### src/verilog/scp_pkg.sv
package scp_pkg;
  localparam logic [15:0] SCP_PORT_KBD     = 16'h0064;
  localparam logic [15:0] SCP_PORT_NMI     = 16'h0070;
  localparam logic [15:0] SCP_PORT_B       = 16'h0061;
  localparam logic [15:0] SCP_PORT_A       = 16'h0092;
  localparam logic [15:0] SCP_PORT_INDEX   = 16'h00ec;
  localparam logic [15:0] SCP_PORT_DATA    = 16'h00ed;
  localparam logic [15:0] SCP_PORT_A20     = 16'h00ee;
  localparam logic [15:0] SCP_PORT_COPRST  = 16'h00f1;
  localparam logic [15:0] SCP_PORT_SLOW    = 16'h00f4;
  localparam logic [15:0] SCP_PORT_FAST    = 16'h00f5;
  localparam logic [7:0]  SCP_IDX_MISC     = 8'h14;
  localparam logic [7:0]  SCP_KBD_CMD_A    = 8'hfc;
  localparam logic [7:0]  SCP_KBD_CMD_B    = 8'hfe;
  localparam logic [7:0]  SCP_ALL_ONES     = 8'hff;
  // misc_setup field positions
  localparam int SCP_MS_PORTS_DIS = 7;
  localparam int SCP_MS_COP_BLOCK = 6;
  localparam int SCP_MS_FAST_KBD  = 5;
  localparam int SCP_MS_RDY_MGMT  = 4;
  localparam int SCP_MS_CACHE     = 3;
  localparam int SCP_MS_RAM_DRV   = 2;
  localparam int SCP_MS_IO_WIDTH  = 1;
  localparam int SCP_MS_DEGLITCH  = 0;
  localparam logic [7:0] SCP_MS_RESET = 8'h11;
  // speaker_nmi_control field positions
  localparam int SCP_PB_PARITY   = 7;
  localparam int SCP_PB_CHANNEL  = 6;
  localparam int SCP_PB_TIMER2   = 5;
  localparam int SCP_PB_REFRESH  = 4;
  localparam int SCP_PB_CH_MASK  = 3;
  localparam int SCP_PB_PAR_MASK = 2;
  localparam int SCP_PB_SPK_GATE = 1;
  localparam int SCP_PB_T2_GATE  = 0;
  localparam logic [3:0] SCP_PB_RESET = 4'h0;
  localparam int SCP_NMI_BIT     = 7;
  localparam int SCP_PA_A20      = 1;
  localparam int SCP_PA_RST      = 0;
  // Timing
  localparam int SCP_CLK_NS         = 10;
  localparam int SCP_KBD_DELAY_NS   = 50000;
  localparam int SCP_KBD_PULSE_NS   = 6000;
  localparam int SCP_DEGLITCH_NS    = 105;
  localparam int SCP_KBD_DELAY_CYC  = SCP_KBD_DELAY_NS / SCP_CLK_NS;
  localparam int SCP_KBD_PULSE_CYC  = (SCP_KBD_PULSE_NS + SCP_CLK_NS - 1) / SCP_CLK_NS;
  localparam int SCP_DEGLITCH_CYC   = (SCP_DEGLITCH_NS + SCP_CLK_NS - 1) / SCP_CLK_NS;
  localparam int SCP_COP_PULSE_CYC  = 40;
  localparam int SCP_SLOW_DIV       = 4;
  localparam int SCP_SLOT_DIV       = 2;

  typedef enum logic [1:0]
  {
    SCP_KR_IDLE  = 2'b00,
    SCP_KR_DELAY = 2'b01,
    SCP_KR_PULSE = 2'b11
  } scp_kr_e;
endpackage

### src/verilog/scp_system_ports.sv
`timescale 1ns/1ps
module scp_system_ports
  import scp_pkg::*;
#(
  parameter int IRQ_W         = 8,
  parameter int SLOW_DIV      = SCP_SLOW_DIV,
  parameter int SLOT_DIV      = SCP_SLOT_DIV,
  parameter int KBD_DELAY_CYC = SCP_KBD_DELAY_CYC
)
(
  input  wire logic             clk,
  input  wire logic             reset,
  input  wire logic [15:0]      io_addr,
  input  wire logic             io_wr,
  input  wire logic             io_rd,
  input  wire logic [7:0]       io_wdata,
  output logic      [7:0]       io_rdata,
  output logic                  io_rd_hit,
  input  wire logic             turbo_pin,
  output logic                  cpu_double_clock,
  output logic                  source_double_clock,
  output logic                  slot_clock,
  output logic                  slow_mode,
  input  wire logic             channel_check_input_n,
  input  wire logic             parity_error,
  input  wire logic             refresh_cycle,
  input  wire logic             timer2_output,
  output logic                  timer2_gate_ctl,
  output logic                  speaker_out,
  output logic                  nmi_out,
  output logic                  coproc_reset_out,
  output logic                  kbd_reset_request_n,
  input  wire logic             mgmt_mode_en,
  input  wire logic             cpu_address_strobe_n,
  input  wire logic             mgmt_address_strobe_n,
  input  wire logic             cycle_done,
  output logic                  ready_n,
  output logic                  mgmt_ready_n,
  input  wire logic             cache_miss_n,
  output logic                  cache_miss,
  output logic                  io_decode_width,
  output logic                  ram_drive_high,
  input  wire logic             strap_ram_drive,
  input  wire logic [IRQ_W-1:0] irq_in,
  output logic      [IRQ_W-1:0] irq_out,
  input  wire logic             kbd_line20_gate,
  output logic                  address_line_20_gate
);

  localparam int DG_W = $clog2(SCP_DEGLITCH_CYC + 1);
  localparam int KR_W = $clog2(KBD_DELAY_CYC + SCP_KBD_PULSE_CYC + 1);

  function automatic logic port_hit(input logic [15:0] a, input logic [15:0] p,
                                    input logic ten_bit);
    port_hit = ten_bit ? (a[9:0] == p[9:0]) : (a == p);
  endfunction

  logic [7:0]  misc_setup;
  logic [7:0]  config_index;
  logic [3:0]  port_b_ctl;
  logic        parity_error_flag;
  logic        channel_error_flag;
  logic        refresh_toggle;
  logic        nmi_enable;
  logic        soft_fast;
  logic        line20_fast;
  logic        port_a_reset;
  logic [7:0]  slow_cnt;
  logic [7:0]  slot_cnt;
  logic [5:0]  cop_cnt;
  logic [KR_W-1:0] kr_cnt;
  scp_kr_e     kr_state;
  logic        in_normal;
  logic        in_mgmt;
  logic [DG_W-1:0] dg_cnt [IRQ_W];

  logic ten_bit;
  logic special_ports_disable;
  logic ports_on;
  logic wr_b, wr_nmi, wr_idx, wr_data, wr_a, wr_a20, wr_f1, wr_f4, wr_f5, wr_kbd;
  logic rd_a20;

  assign ten_bit               = misc_setup[SCP_MS_IO_WIDTH];
  assign special_ports_disable = misc_setup[SCP_MS_PORTS_DIS];
  assign ports_on              = !special_ports_disable;
  assign wr_b    = io_wr && port_hit(io_addr, SCP_PORT_B, ten_bit);
  assign wr_nmi  = io_wr && port_hit(io_addr, SCP_PORT_NMI, ten_bit);
  assign wr_idx  = io_wr && port_hit(io_addr, SCP_PORT_INDEX, ten_bit);
  assign wr_data = io_wr && port_hit(io_addr, SCP_PORT_DATA, ten_bit);
  assign wr_a    = io_wr && port_hit(io_addr, SCP_PORT_A, ten_bit);
  assign wr_kbd  = io_wr && port_hit(io_addr, SCP_PORT_KBD, ten_bit);
  assign wr_a20  = io_wr && ports_on && port_hit(io_addr, SCP_PORT_A20, ten_bit);
  assign rd_a20  = io_rd && ports_on && port_hit(io_addr, SCP_PORT_A20, ten_bit);
  assign wr_f1   = io_wr && ports_on && port_hit(io_addr, SCP_PORT_COPRST, ten_bit);
  assign wr_f4   = io_wr && ports_on && port_hit(io_addr, SCP_PORT_SLOW, ten_bit);
  assign wr_f5   = io_wr && ports_on && port_hit(io_addr, SCP_PORT_FAST, ten_bit);

  // Config index and the indexed setup register
  always_ff @(posedge clk)
  begin
    if (reset)
    begin
      config_index <= 8'h00;
      misc_setup   <= SCP_MS_RESET;
      misc_setup[SCP_MS_RAM_DRV] <= strap_ram_drive;
    end
    else
    begin
      if (wr_idx)
        config_index <= io_wdata;
      if (wr_data && config_index == SCP_IDX_MISC)
        misc_setup <= io_wdata;
    end
  end

  // Speed selection; reset leaves the software request at fast
  always_ff @(posedge clk)
  begin
    if (reset)
      soft_fast <= 1'b1;
    else if (wr_f4)
      soft_fast <= 1'b0;
    else if (wr_f5 && turbo_pin)
      soft_fast <= 1'b1;
  end

  always_ff @(posedge clk)
  begin
    if (reset)
      slow_mode <= 1'b0;
    else
      slow_mode <= !turbo_pin || (ports_on && !soft_fast);
  end

  // Clock enables: the slot rate never looks at slow_mode
  always_ff @(posedge clk)
  begin
    if (reset)
    begin
      slow_cnt         <= 8'h00;
      cpu_double_clock <= 1'b0;
    end
    else if (!slow_mode || slow_cnt == 8'(SLOW_DIV - 1))
    begin
      slow_cnt         <= 8'h00;
      cpu_double_clock <= 1'b1;
    end
    else
    begin
      slow_cnt         <= slow_cnt + 8'h01;
      cpu_double_clock <= 1'b0;
    end
  end

  always_ff @(posedge clk)
  begin
    if (reset)
    begin
      slot_cnt            <= 8'h00;
      slot_clock          <= 1'b0;
      source_double_clock <= 1'b0;
    end
    else
    begin
      source_double_clock <= 1'b1;
      slot_clock          <= (slot_cnt == 8'(SLOT_DIV - 1));
      slot_cnt            <= (slot_cnt == 8'(SLOT_DIV - 1)) ? 8'h00 : slot_cnt + 8'h01;
    end
  end

  // Port B control nibble; upper bits of a write are dropped
  always_ff @(posedge clk)
  begin
    if (reset)
      port_b_ctl <= SCP_PB_RESET;
    else if (wr_b)
      port_b_ctl <= io_wdata[3:0];
  end

  // Set wins over the clearing mask write
  always_ff @(posedge clk)
  begin
    if (reset)
    begin
      parity_error_flag  <= 1'b0;
      channel_error_flag <= 1'b0;
    end
    else
    begin
      if (parity_error && !port_b_ctl[SCP_PB_PAR_MASK])
        parity_error_flag <= 1'b1;
      else if (wr_b && io_wdata[SCP_PB_PAR_MASK])
        parity_error_flag <= 1'b0;
      if (!channel_check_input_n && !port_b_ctl[SCP_PB_CH_MASK])
        channel_error_flag <= 1'b1;
      else if (wr_b && io_wdata[SCP_PB_CH_MASK])
        channel_error_flag <= 1'b0;
    end
  end

  always_ff @(posedge clk)
  begin
    if (reset)
      refresh_toggle <= 1'b0;
    else if (refresh_cycle)
      refresh_toggle <= !refresh_toggle;
  end

  // NMI stays off from reset until software enables it
  always_ff @(posedge clk)
  begin
    if (reset)
      nmi_enable <= 1'b0;
    else if (wr_nmi)
      nmi_enable <= !io_wdata[SCP_NMI_BIT];
  end

  always_ff @(posedge clk)
  begin
    if (reset)
    begin
      nmi_out         <= 1'b0;
      speaker_out     <= 1'b0;
      timer2_gate_ctl <= 1'b0;
    end
    else
    begin
      nmi_out         <= nmi_enable && (parity_error_flag || channel_error_flag);
      speaker_out     <= timer2_output && port_b_ctl[SCP_PB_SPK_GATE];
      timer2_gate_ctl <= port_b_ctl[SCP_PB_T2_GATE];
    end
  end

  // Line 20 gate: one latch shared by the fast port and Port A bit 1
  always_ff @(posedge clk)
  begin
    if (reset)
    begin
      line20_fast  <= 1'b0;
      port_a_reset <= 1'b0;
    end
    else
    begin
      if (rd_a20)
        line20_fast <= 1'b1;
      else if (wr_a20)
        line20_fast <= 1'b0;
      else if (wr_a)
        line20_fast <= io_wdata[SCP_PA_A20];
      if (wr_a)
        port_a_reset <= io_wdata[SCP_PA_RST];
    end
  end

  always_ff @(posedge clk)
  begin
    if (reset)
      address_line_20_gate <= 1'b0;
    else
      address_line_20_gate <= line20_fast || kbd_line20_gate;
  end

  // Coprocessor reset pulse
  always_ff @(posedge clk)
  begin
    if (reset)
    begin
      cop_cnt          <= 6'h00;
      coproc_reset_out <= 1'b0;
    end
    else if (wr_f1 && !misc_setup[SCP_MS_COP_BLOCK])
    begin
      cop_cnt          <= 6'(SCP_COP_PULSE_CYC - 1);
      coproc_reset_out <= 1'b1;
    end
    else if (cop_cnt != 6'h00)
      cop_cnt <= cop_cnt - 6'h01;
    else
      coproc_reset_out <= 1'b0;
  end

  // Keyboard reset command: optional delay, then a low pulse
  always_ff @(posedge clk)
  begin
    if (reset)
    begin
      kr_state            <= SCP_KR_IDLE;
      kr_cnt              <= '0;
      kbd_reset_request_n <= 1'b1;
    end
    else
    begin
      case (kr_state)
        SCP_KR_IDLE:
          if (wr_kbd && (io_wdata == SCP_KBD_CMD_A || io_wdata == SCP_KBD_CMD_B))
          begin
            if (misc_setup[SCP_MS_FAST_KBD])
            begin
              kr_state            <= SCP_KR_PULSE;
              kr_cnt              <= KR_W'(SCP_KBD_PULSE_CYC - 1);
              kbd_reset_request_n <= 1'b0;
            end
            else
            begin
              kr_state <= SCP_KR_DELAY;
              kr_cnt   <= KR_W'(KBD_DELAY_CYC - 1);
            end
          end
        SCP_KR_DELAY:
          if (kr_cnt == '0)
          begin
            kr_state            <= SCP_KR_PULSE;
            kr_cnt              <= KR_W'(SCP_KBD_PULSE_CYC - 1);
            kbd_reset_request_n <= 1'b0;
          end
          else
            kr_cnt <= kr_cnt - 1'b1;
        SCP_KR_PULSE:
          if (kr_cnt == '0)
          begin
            kr_state            <= SCP_KR_IDLE;
            kbd_reset_request_n <= 1'b1;
          end
          else
            kr_cnt <= kr_cnt - 1'b1;
        default:
        begin
          kr_state            <= SCP_KR_IDLE;
          kbd_reset_request_n <= 1'b1;
        end
      endcase
    end
  end

  // Ready steering per strobe kind
  always_ff @(posedge clk)
  begin
    if (reset)
    begin
      in_normal    <= 1'b0;
      in_mgmt      <= 1'b0;
      ready_n      <= 1'b1;
      mgmt_ready_n <= 1'b1;
    end
    else
    begin
      ready_n      <= 1'b1;
      mgmt_ready_n <= 1'b1;
      if (!cpu_address_strobe_n)
        in_normal <= 1'b1;
      else if (!mgmt_address_strobe_n && mgmt_mode_en)
        in_mgmt <= 1'b1;
      else if (cycle_done)
      begin
        in_normal    <= 1'b0;
        in_mgmt      <= 1'b0;
        ready_n      <= !(in_normal || (in_mgmt && !misc_setup[SCP_MS_RDY_MGMT]));
        mgmt_ready_n <= !in_mgmt;
      end
    end
  end

  always_ff @(posedge clk)
  begin
    if (reset)
    begin
      cache_miss      <= 1'b0;
      io_decode_width <= 1'b0;
      ram_drive_high  <= 1'b0;
    end
    else
    begin
      cache_miss      <= misc_setup[SCP_MS_CACHE] && !cache_miss_n;
      io_decode_width <= ten_bit;
      ram_drive_high  <= misc_setup[SCP_MS_RAM_DRV];
    end
  end

  // Interrupt deglitch: a new level must hold for the full count
  always_ff @(posedge clk)
  begin
    if (reset)
    begin
      irq_out <= '0;
      for (int i = 0; i < IRQ_W; i++)
        dg_cnt[i] <= '0;
    end
    else
    begin
      for (int i = 0; i < IRQ_W; i++)
      begin
        if (!misc_setup[SCP_MS_DEGLITCH] || irq_in[i] == irq_out[i])
        begin
          irq_out[i] <= irq_in[i];
          dg_cnt[i]  <= '0;
        end
        else if (dg_cnt[i] == DG_W'(SCP_DEGLITCH_CYC - 1))
        begin
          irq_out[i] <= irq_in[i];
          dg_cnt[i]  <= '0;
        end
        else
          dg_cnt[i] <= dg_cnt[i] + 1'b1;
      end
    end
  end

  // Read path, answered one cycle after the strobe
  always_ff @(posedge clk)
  begin
    if (reset)
    begin
      io_rdata  <= 8'h00;
      io_rd_hit <= 1'b0;
    end
    else
    begin
      io_rd_hit <= 1'b0;
      io_rdata  <= SCP_ALL_ONES;
      if (io_rd)
      begin
        io_rd_hit <= 1'b1;
        if (port_hit(io_addr, SCP_PORT_B, ten_bit))
          io_rdata <= {parity_error_flag, channel_error_flag, timer2_output,
                       refresh_toggle, port_b_ctl};
        else if (port_hit(io_addr, SCP_PORT_INDEX, ten_bit))
          io_rdata <= config_index;
        else if (port_hit(io_addr, SCP_PORT_DATA, ten_bit) && config_index == SCP_IDX_MISC)
          io_rdata <= misc_setup;
        else if (port_hit(io_addr, SCP_PORT_A, ten_bit))
          io_rdata <= {6'h3f, line20_fast, port_a_reset};
        else if (!rd_a20 && !port_hit(io_addr, SCP_PORT_DATA, ten_bit))
          io_rd_hit <= 1'b0;
      end
    end
  end
endmodule
### config.mk
export PLATFORM = sky130hd
export DESIGN_NAME = scp_system_ports
export DESIGN_NICKNAME = d
export VERILOG_FILES = /design/src/verilog/scp_pkg.sv /design/src/verilog/scp_system_ports.sv
export SDC_FILE = /design/constraint.sdc
export NUM_CORES = 1
export LEC_CHECK = 0
export BUFFER_PORTS_ARGS = -buffer_cell sky130_fd_sc_hd__buf_4
export CORE_ASPECT_RATIO = 0.9
export CORE_MARGIN = 3
export CORE_UTILIZATION = 50
export CTS_CLUSTER_SIZE = 10
export DETAILED_ROUTE_END_ITERATION = 16
export GPL_TIMING_DRIVEN = 0
export MAX_ROUTING_LAYER = met4
export PLACE_DENSITY = 0.7
export SETUP_SLACK_MARGIN = 0.5
export SLEW_MARGIN = 15
export SYNTH_ARGS = -nofsm -noshare
export SYNTH_HDL_FRONTEND = slang
export SYNTH_SLANG_ARGS = --single-unit
export TNS_END_PERCENT = 50
### constraint.sdc
create_clock -name clk -period 1.8 [get_ports clk]
set_input_delay 0.18 -clock clk [delete_from_list [all_inputs] [get_ports clk]]
set_output_delay 0.18 -clock clk [all_outputs]
set_load 0.02 [all_outputs]
Word-level counts from Yosys, hierarchy flattened
Memories as Yosys holds them, arrays and structs flattened.
Index checks and enable logic that the tools add are counted.

operators by class
  add/subtract/negate cells = 12
  equal/unequal tests = 51
  mux-type cells = 186
  bitwise operators = 27
  reduce and logical (&&, ||, !) cells = 90

operators by type and width
  kind                                                number
  2-to-1 mux 1 bit                                    142
  == test 16 x 8 -> 1 bit, second input constant      7
  2-to-1 mux 4 bit                                    24
  == test 10 x 8 -> 1 bit, second input constant      7
  2-to-1 mux 13 bit                                   4
  == test 16 x 7 -> 1 bit, second input constant      3
  one-hot mux 13 bit (3 select lines)                 1
  adder 4 x 1 -> 4 bit, second input constant         8
  == test 4 bit, second input constant                8
  2-to-1 mux 8 bit                                    4
  == test 10 x 7 -> 1 bit, second input constant      3
  logical AND 1 bit                                   29
  nonzero test 2 bit                                  14
  bitwise OR 1 bit                                    24
  zero test 1 bit                                     18
  adder 8 x 1 -> 8 bit, second input constant         2
  == test 8 bit, second input constant                2
  logical OR 1 bit                                    14
  inequality test 2 bit, second input constant        7
  zero test 13 bit                                    1
  subtractor 13 x 1 -> 13 bit, second input constant  1
  2-to-1 mux 6 bit                                    2
  2-to-1 mux 2 bit                                    5
  == test 1 bit                                       8
  19 further kinds                                    28

storage, ports and cells
  register bits after elaboration = 98
  bits in writable memories = 32
  input bits = 48
  output and inout port bits = 32
  logic and storage cells = 411
  memories = 1

memories
  name    depth  bits a word  read ports  clocked after Yosys merged registers in  write ports  line                    text
  dg_cnt  8      4            8           0                                        8            scp_system_ports.sv:75  logic [DG_W-1:0] dg_cnt [IRQ_W];

Logic depth before layout (Yosys ltp)
  depth after elaboration = 10
  mapped depth = 7
  gate-level depth less buffers = 7

Worst setup path after synthesis
Ideal clock, no wire load.

  path type = reg-to-reg
  start = register kr_cnt[0]
  end = register kr_cnt[2]
  library setup time = 119 ps
  data arrival time = 1745 ps
  required time = 1681 ps
  slack = -64 ps
  cell stages (with the launch flop) = 8
  path buffers = 0
  clock period less this slack = 1864 ps
  path through = dfxtp_1 > inv_1 > ha_1 > nor4b_1 > nand4_2 > o21ai_2 > nand2_1 > o221a_2

between the ends
  longest elaborated chain between the ends = 3
  elaborated cells on any way between the ends = 7
  classes of those cells = 1 x add/sub; 1 x eq/ne; 3 x mux; 2 x reduce/logical

RTL lines
  element                                                                     line                     text
  start: declaration                                                          scp_system_ports.sv:71   logic [KR_W-1:0] kr_cnt;
  start signal: assignment                                                    scp_system_ports.sv:300  kr_cnt <= KR_W'(SCP_KBD_PULSE_CYC - 1);
  start signal: assignment                                                    scp_system_ports.sv:306  kr_cnt <= KR_W'(KBD_DELAY_CYC - 1);
  start signal: assignment                                                    scp_system_ports.sv:313  kr_cnt <= KR_W'(SCP_KBD_PULSE_CYC - 1);
  subtractor 13 x 1 -> 13 bit or zero test 13 bit (tied branches)             --
  2-to-1 mux 13 bit, or another cell as far along                             scp_system_ports.sv:319  if (kr_cnt == '0)
  one-hot mux 13 bit (3 select lines) or AND reduction 3 bit (tied branches)  --

Parallel ways exist; a longest one is shown, timed or not. The select of a mux whose other input is x is not followed.
A chain may end at the register's enable or synchronous reset.

Final worst setup path
  start = register kr_cnt[0]
  end = register kr_cnt[5]

Same word-level chain as after synthesis.

==> impl_metrics.py <==
metrics = {
    "synthesis": {
        "synth-compound-area-share_pct": 10.5,
        "synth_cell_types": 65,
        "synth_edf_count": 33,
        "synth_top_family_by_area": "simple AND/OR/NAND/NOR gates",
        "yosysWarnings": 0,
        "syn_inst": 651,
        "synth_flop_cell": "dfxtp_1",
        "yosys_register_bits": 130,
        "synth_area_per_cell_um2": 9.47,
        "synth_adder_area_share_pct": 4.67,
        "syn_area_mm2": 0.00616,
        "synthMuxAreaShare_pct": 3.73,
        "synth-simple-area-share_pct": 23.7,
        "synth_xor_xnor_area_share_pct": 6.25,
        "synth-seq-area-share_pct": 47.6,
        "async_reset_ff_share_pct": 0,
    },
    "hold_path": {
        "hold_class": "input pin to register",
        "worstHoldPathCells": 3,
    },
    "final_layout": {
        "fillCellCount": 841,
        "design_area_mm2": 0.00856,
        "drive_above_1_share_pct": 31.6,
        "post_layout_nonfiller_instances": 987,
        "antenna_cells": 0,
        "nNetsFinal": 889,
        "areaGrowthSynthToFinish_pct": 38.8,
    },
    "critical_path": {
        "crit_cells": 8,
        "cp-start-kind": "register",
        "crit_family": "simple AND/OR/NAND/NOR gates",
        "critPathBufInv": 2,
        "crit_path_max_fanout": 5,
        "crit_arrival_ns": 2.06,
        "cp-end-kind": "register",
        "slowest_stage": "dfxtp_2",
        "crit_chain": "inv_2 > ha_4 > nor4b_4 > nand4_4 > buf_6 > o211ai_1 > nand3_1 > a21oi_2",
        "ff2ff_path_depth": 8,
        "path_class": "register to register",
        "cp.required_ns": 2.14,
        "cp_slowest_stage_delay_ns": 0.32,
    },
    "power": {
        "p_per_area_mw_per_mm2": 869,
        "power_switching_mw": 1.88,
        "power_leakage_nw": 3.73,
        "combPwrFrac_pct": 12.5,
        "peakVddDrop_mv": 0.698,
        "internal-power_mw": 5.56,
        "seq_power_share_pct": 44.1,
        "pwr-share-clk_pct": 43.4,
        "swShare_pct": 25.2,
    },
    "job": {
        "drv_cap": 0,
    },
    "floorplanning": {
        "die-area_mm2": 0.0137,
        "pin_count": 80,
        "core.rowCount": 37,
        "initial_utilization_pct": 52.6,
        "die_w_um": 123,
        "coreArea_mm2": 0.0117,
        "die_h_um": 111,
    },
    "sta": {
        "worst_slew_pin_slew_ns": 0.738,
        "fin_worst_skew_ns": 0.00726,
        "min_period_ns": 1.72,
        "min_period_over_period_pct": 95.5,
        "setup_viol": 0,
        "slew_headroom_pct": 50.8,
        "hold_viol_final": 0,
        "drv_slew": 0,
        "max_freq_ghz": 0.582,
        "rsz0062_at_grt": "true",
    },
    "routing": {
        "vias": 5537,
        "wirelength_um": 16800,
        "firstDrtPassIters": 6,
        "viasPerCell": 5.61,
        "drc_errors": 0,
        "antenna_left": 0,
        "avgRoutedWirePerCell_um": 17.0,
        "first_iter_violations": 496,
    },
    "clock_tree": {
        "cts_tree": "built",
        "clkLatencyLatePin_ns": 0.41,
        "clock_path_buffers": 2,
        "cts_root_buf": "clkbuf_16",
        "cts_max_level": 4,
        "clk_pin_slew_worst_paths_ns": 0.06,
        "cts_buffers": 17,
        "clock_sinks": 130,
    },
    "grt": {
        "grt_first_pass_wirelength_um": 26800,
        "antenna_found_initial": 0,
        "grt_usage_pct": 25.5,
        "grt_overflow": 0,
        "grt_max_degree": 17,
        "grt_pass1_vias": 5381,
    },
    "placement": {
        "placed_cell_area_mm2": 0.00717,
        "routabilityCongestion": 0.904,
        "dp.cells": 915,
        "portBuffers": 77,
        "hpwl_um": 11200,
    },
    "run_status": {
        "status": "finished, final reports clean",
    },
}
metal layers:
metal  global-route usage [%]  routed length [um]  vias up
li1                         -                   -     2636
met1                     33.3                7270     2659
met2                     39.8                8100      213
met3                     5.99                1090       29
met4                     7.23                 303        0
met5                        -                   0        -
synthesized netlist by cell type (all sizes together) (4+ instances only):
master | n | area, um2
nor2b | 8 | 50.1
nor4 | 5 | 46.3
nand2b | 4 | 25.0
nor4b | 4 | 35.0
a211oi | 5 | 37.5
o21ai | 15 | 78.8
nor3 | 12 | 71.3
nand3b | 11 | 82.6
mux2i | 23 | 230
nor2 | 96 | 360
or3 | 4 | 25.0
inv | 25 | 93.8
and3 | 8 | 50.1
edfxtp | 33 | 991
nand4b | 4 | 41.3
a21oi | 26 | 130
nand4 | 18 | 125
dfxtp | 97 | 1940
buf | 10 | 56.3
clkbuf | 17 | 63.8
o22ai | 16 | 100
nand2 | 42 | 158
and2 | 4 | 25.0
nand3 | 48 | 240
xnor2 | 15 | 131
and4 | 6 | 52.6
ha | 23 | 288
xor2 | 29 | 254
metrics by stage:
step / setup slack, ns / total power [mW] / setup TNS [ns] / utilization [%] / hold WS (ns)
after global placement: -0.243 / 4.11 / -10.19 / 61.2 / 0.344
after detailed placement: -0.251 / 4.16 / -12.35 / 61.2 / 0.347
final: 0.0807 / 7.44 / 0 / 73.0 / 0.0157
after floorplan: 0.127 / 3.87 / 0 / - / 0.256
after global routing: 0.00652 / 7.75 / 0 / 73.0 / 0.0193
after CTS: 0.0652 / 7.41 / 0 / 70.2 / 0.000863
cell type report:
type | count | area, um2 | area share, %
Multi-Input combinational cell | 500 | 3610 | 42.2
Sequential cell | 130 | 2970 | 34.7
Timing Repair Buffer | 117 | 932 | 10.9
Clock buffer | 24 | 514 | 6.01
Tap cell | 156 | 195 | 2.28
Buffer | 27 | 189 | 2.21
Inverter | 25 | 93.8 | 1.10
Clock inverter | 8 | 47.5 | 0.556
power groups by stage:
stage	clock (mW)	sequential, mW	combinational (mW)
floorplan	0	3.34	0.527
global placement	0	3.33	0.783
detailed placement	0	3.34	0.819
CTS	3.27	3.28	0.857
global route	3.42	3.30	1.04
finish	3.23	3.28	0.930
worst register-to-register path, stage by stage (launching register included):
cell	delay (ns)
dfxtp_2	0.32
inv_2	0.08
ha_4	0.16
nor4b_4	0.26
nand4_4	0.18
buf_6	0.16
o211ai_1	0.19
nand3_1	0.15
a21oi_2	0.15
path summary, 6_finish.rpt:
check | startpoint | endpoint | slack, ns
setup / recovery | kr_cnt[0] | kr_cnt[5] | 0.08
hold / removal | refresh_cycle | refresh_toggle | 0.02
setup reg to reg | kr_cnt[0] | kr_cnt[5] | 0.08
hold reg to reg | in_mgmt | mgmt_ready_n | 0.43
repair_timing:
action | CTS | global route
pin swaps | 20 | 26
buffers inserted | 25 | 12
cloned | 1 | 0
endpoints found under the setup margin | 121 | 120
resized for setup | 64 | 67
hold buffers | 2 | 0
endpoints found under the hold margin | 2 | 0
registers in the layout, summed over array words and instances (netlist names), 8 cells and up:
signal	cells
dg_cnt	32
irq_out	8
io_rdata	8
config_index	8
slot_cnt	8
kr_cnt	13
slow_cnt	8
misc_setup	8
cell usage in the layout, fill, tap and decap left out, drive strengths merged, types with 6 or more instances in the layout:
| cell | synthesis | final |
|---|---|---|
| and3 | 8 | 8 |
| and4 | 6 | 6 |
| ha | 23 | 23 |
| conb | 1 | 32 |
| nand3 | 48 | 48 |
| nor2 | 96 | 96 |
| inv | 25 | 26 |
| clkbuf | 17 | 41 |
| dfxtp | 97 | 97 |
| nor2b | 8 | 8 |
| clkinv | 0 | 6 |
| mux2i | 23 | 23 |
| nand2 | 42 | 42 |
| o21ai | 15 | 15 |
| xor2 | 29 | 29 |
| xnor2 | 15 | 15 |
| o22ai | 16 | 16 |
| buf | 10 | 125 |
| nand4 | 18 | 18 |
| nand3b | 11 | 11 |
| nor3 | 12 | 12 |
| a21oi | 26 | 26 |
| edfxtp | 33 | 33 |
kinds of logic after synthesis:
logic type | after synthesis
multiplexers | 23
buffers and inverters | 52
flip-flops | 130
other | 1
adder cells (fa/ha/maj) | 23
AO/OA/AOI/OAI | 95
AND/OR/NAND/NOR | 283
XOR/XNOR | 44
(Power assumes the default switching activity.)
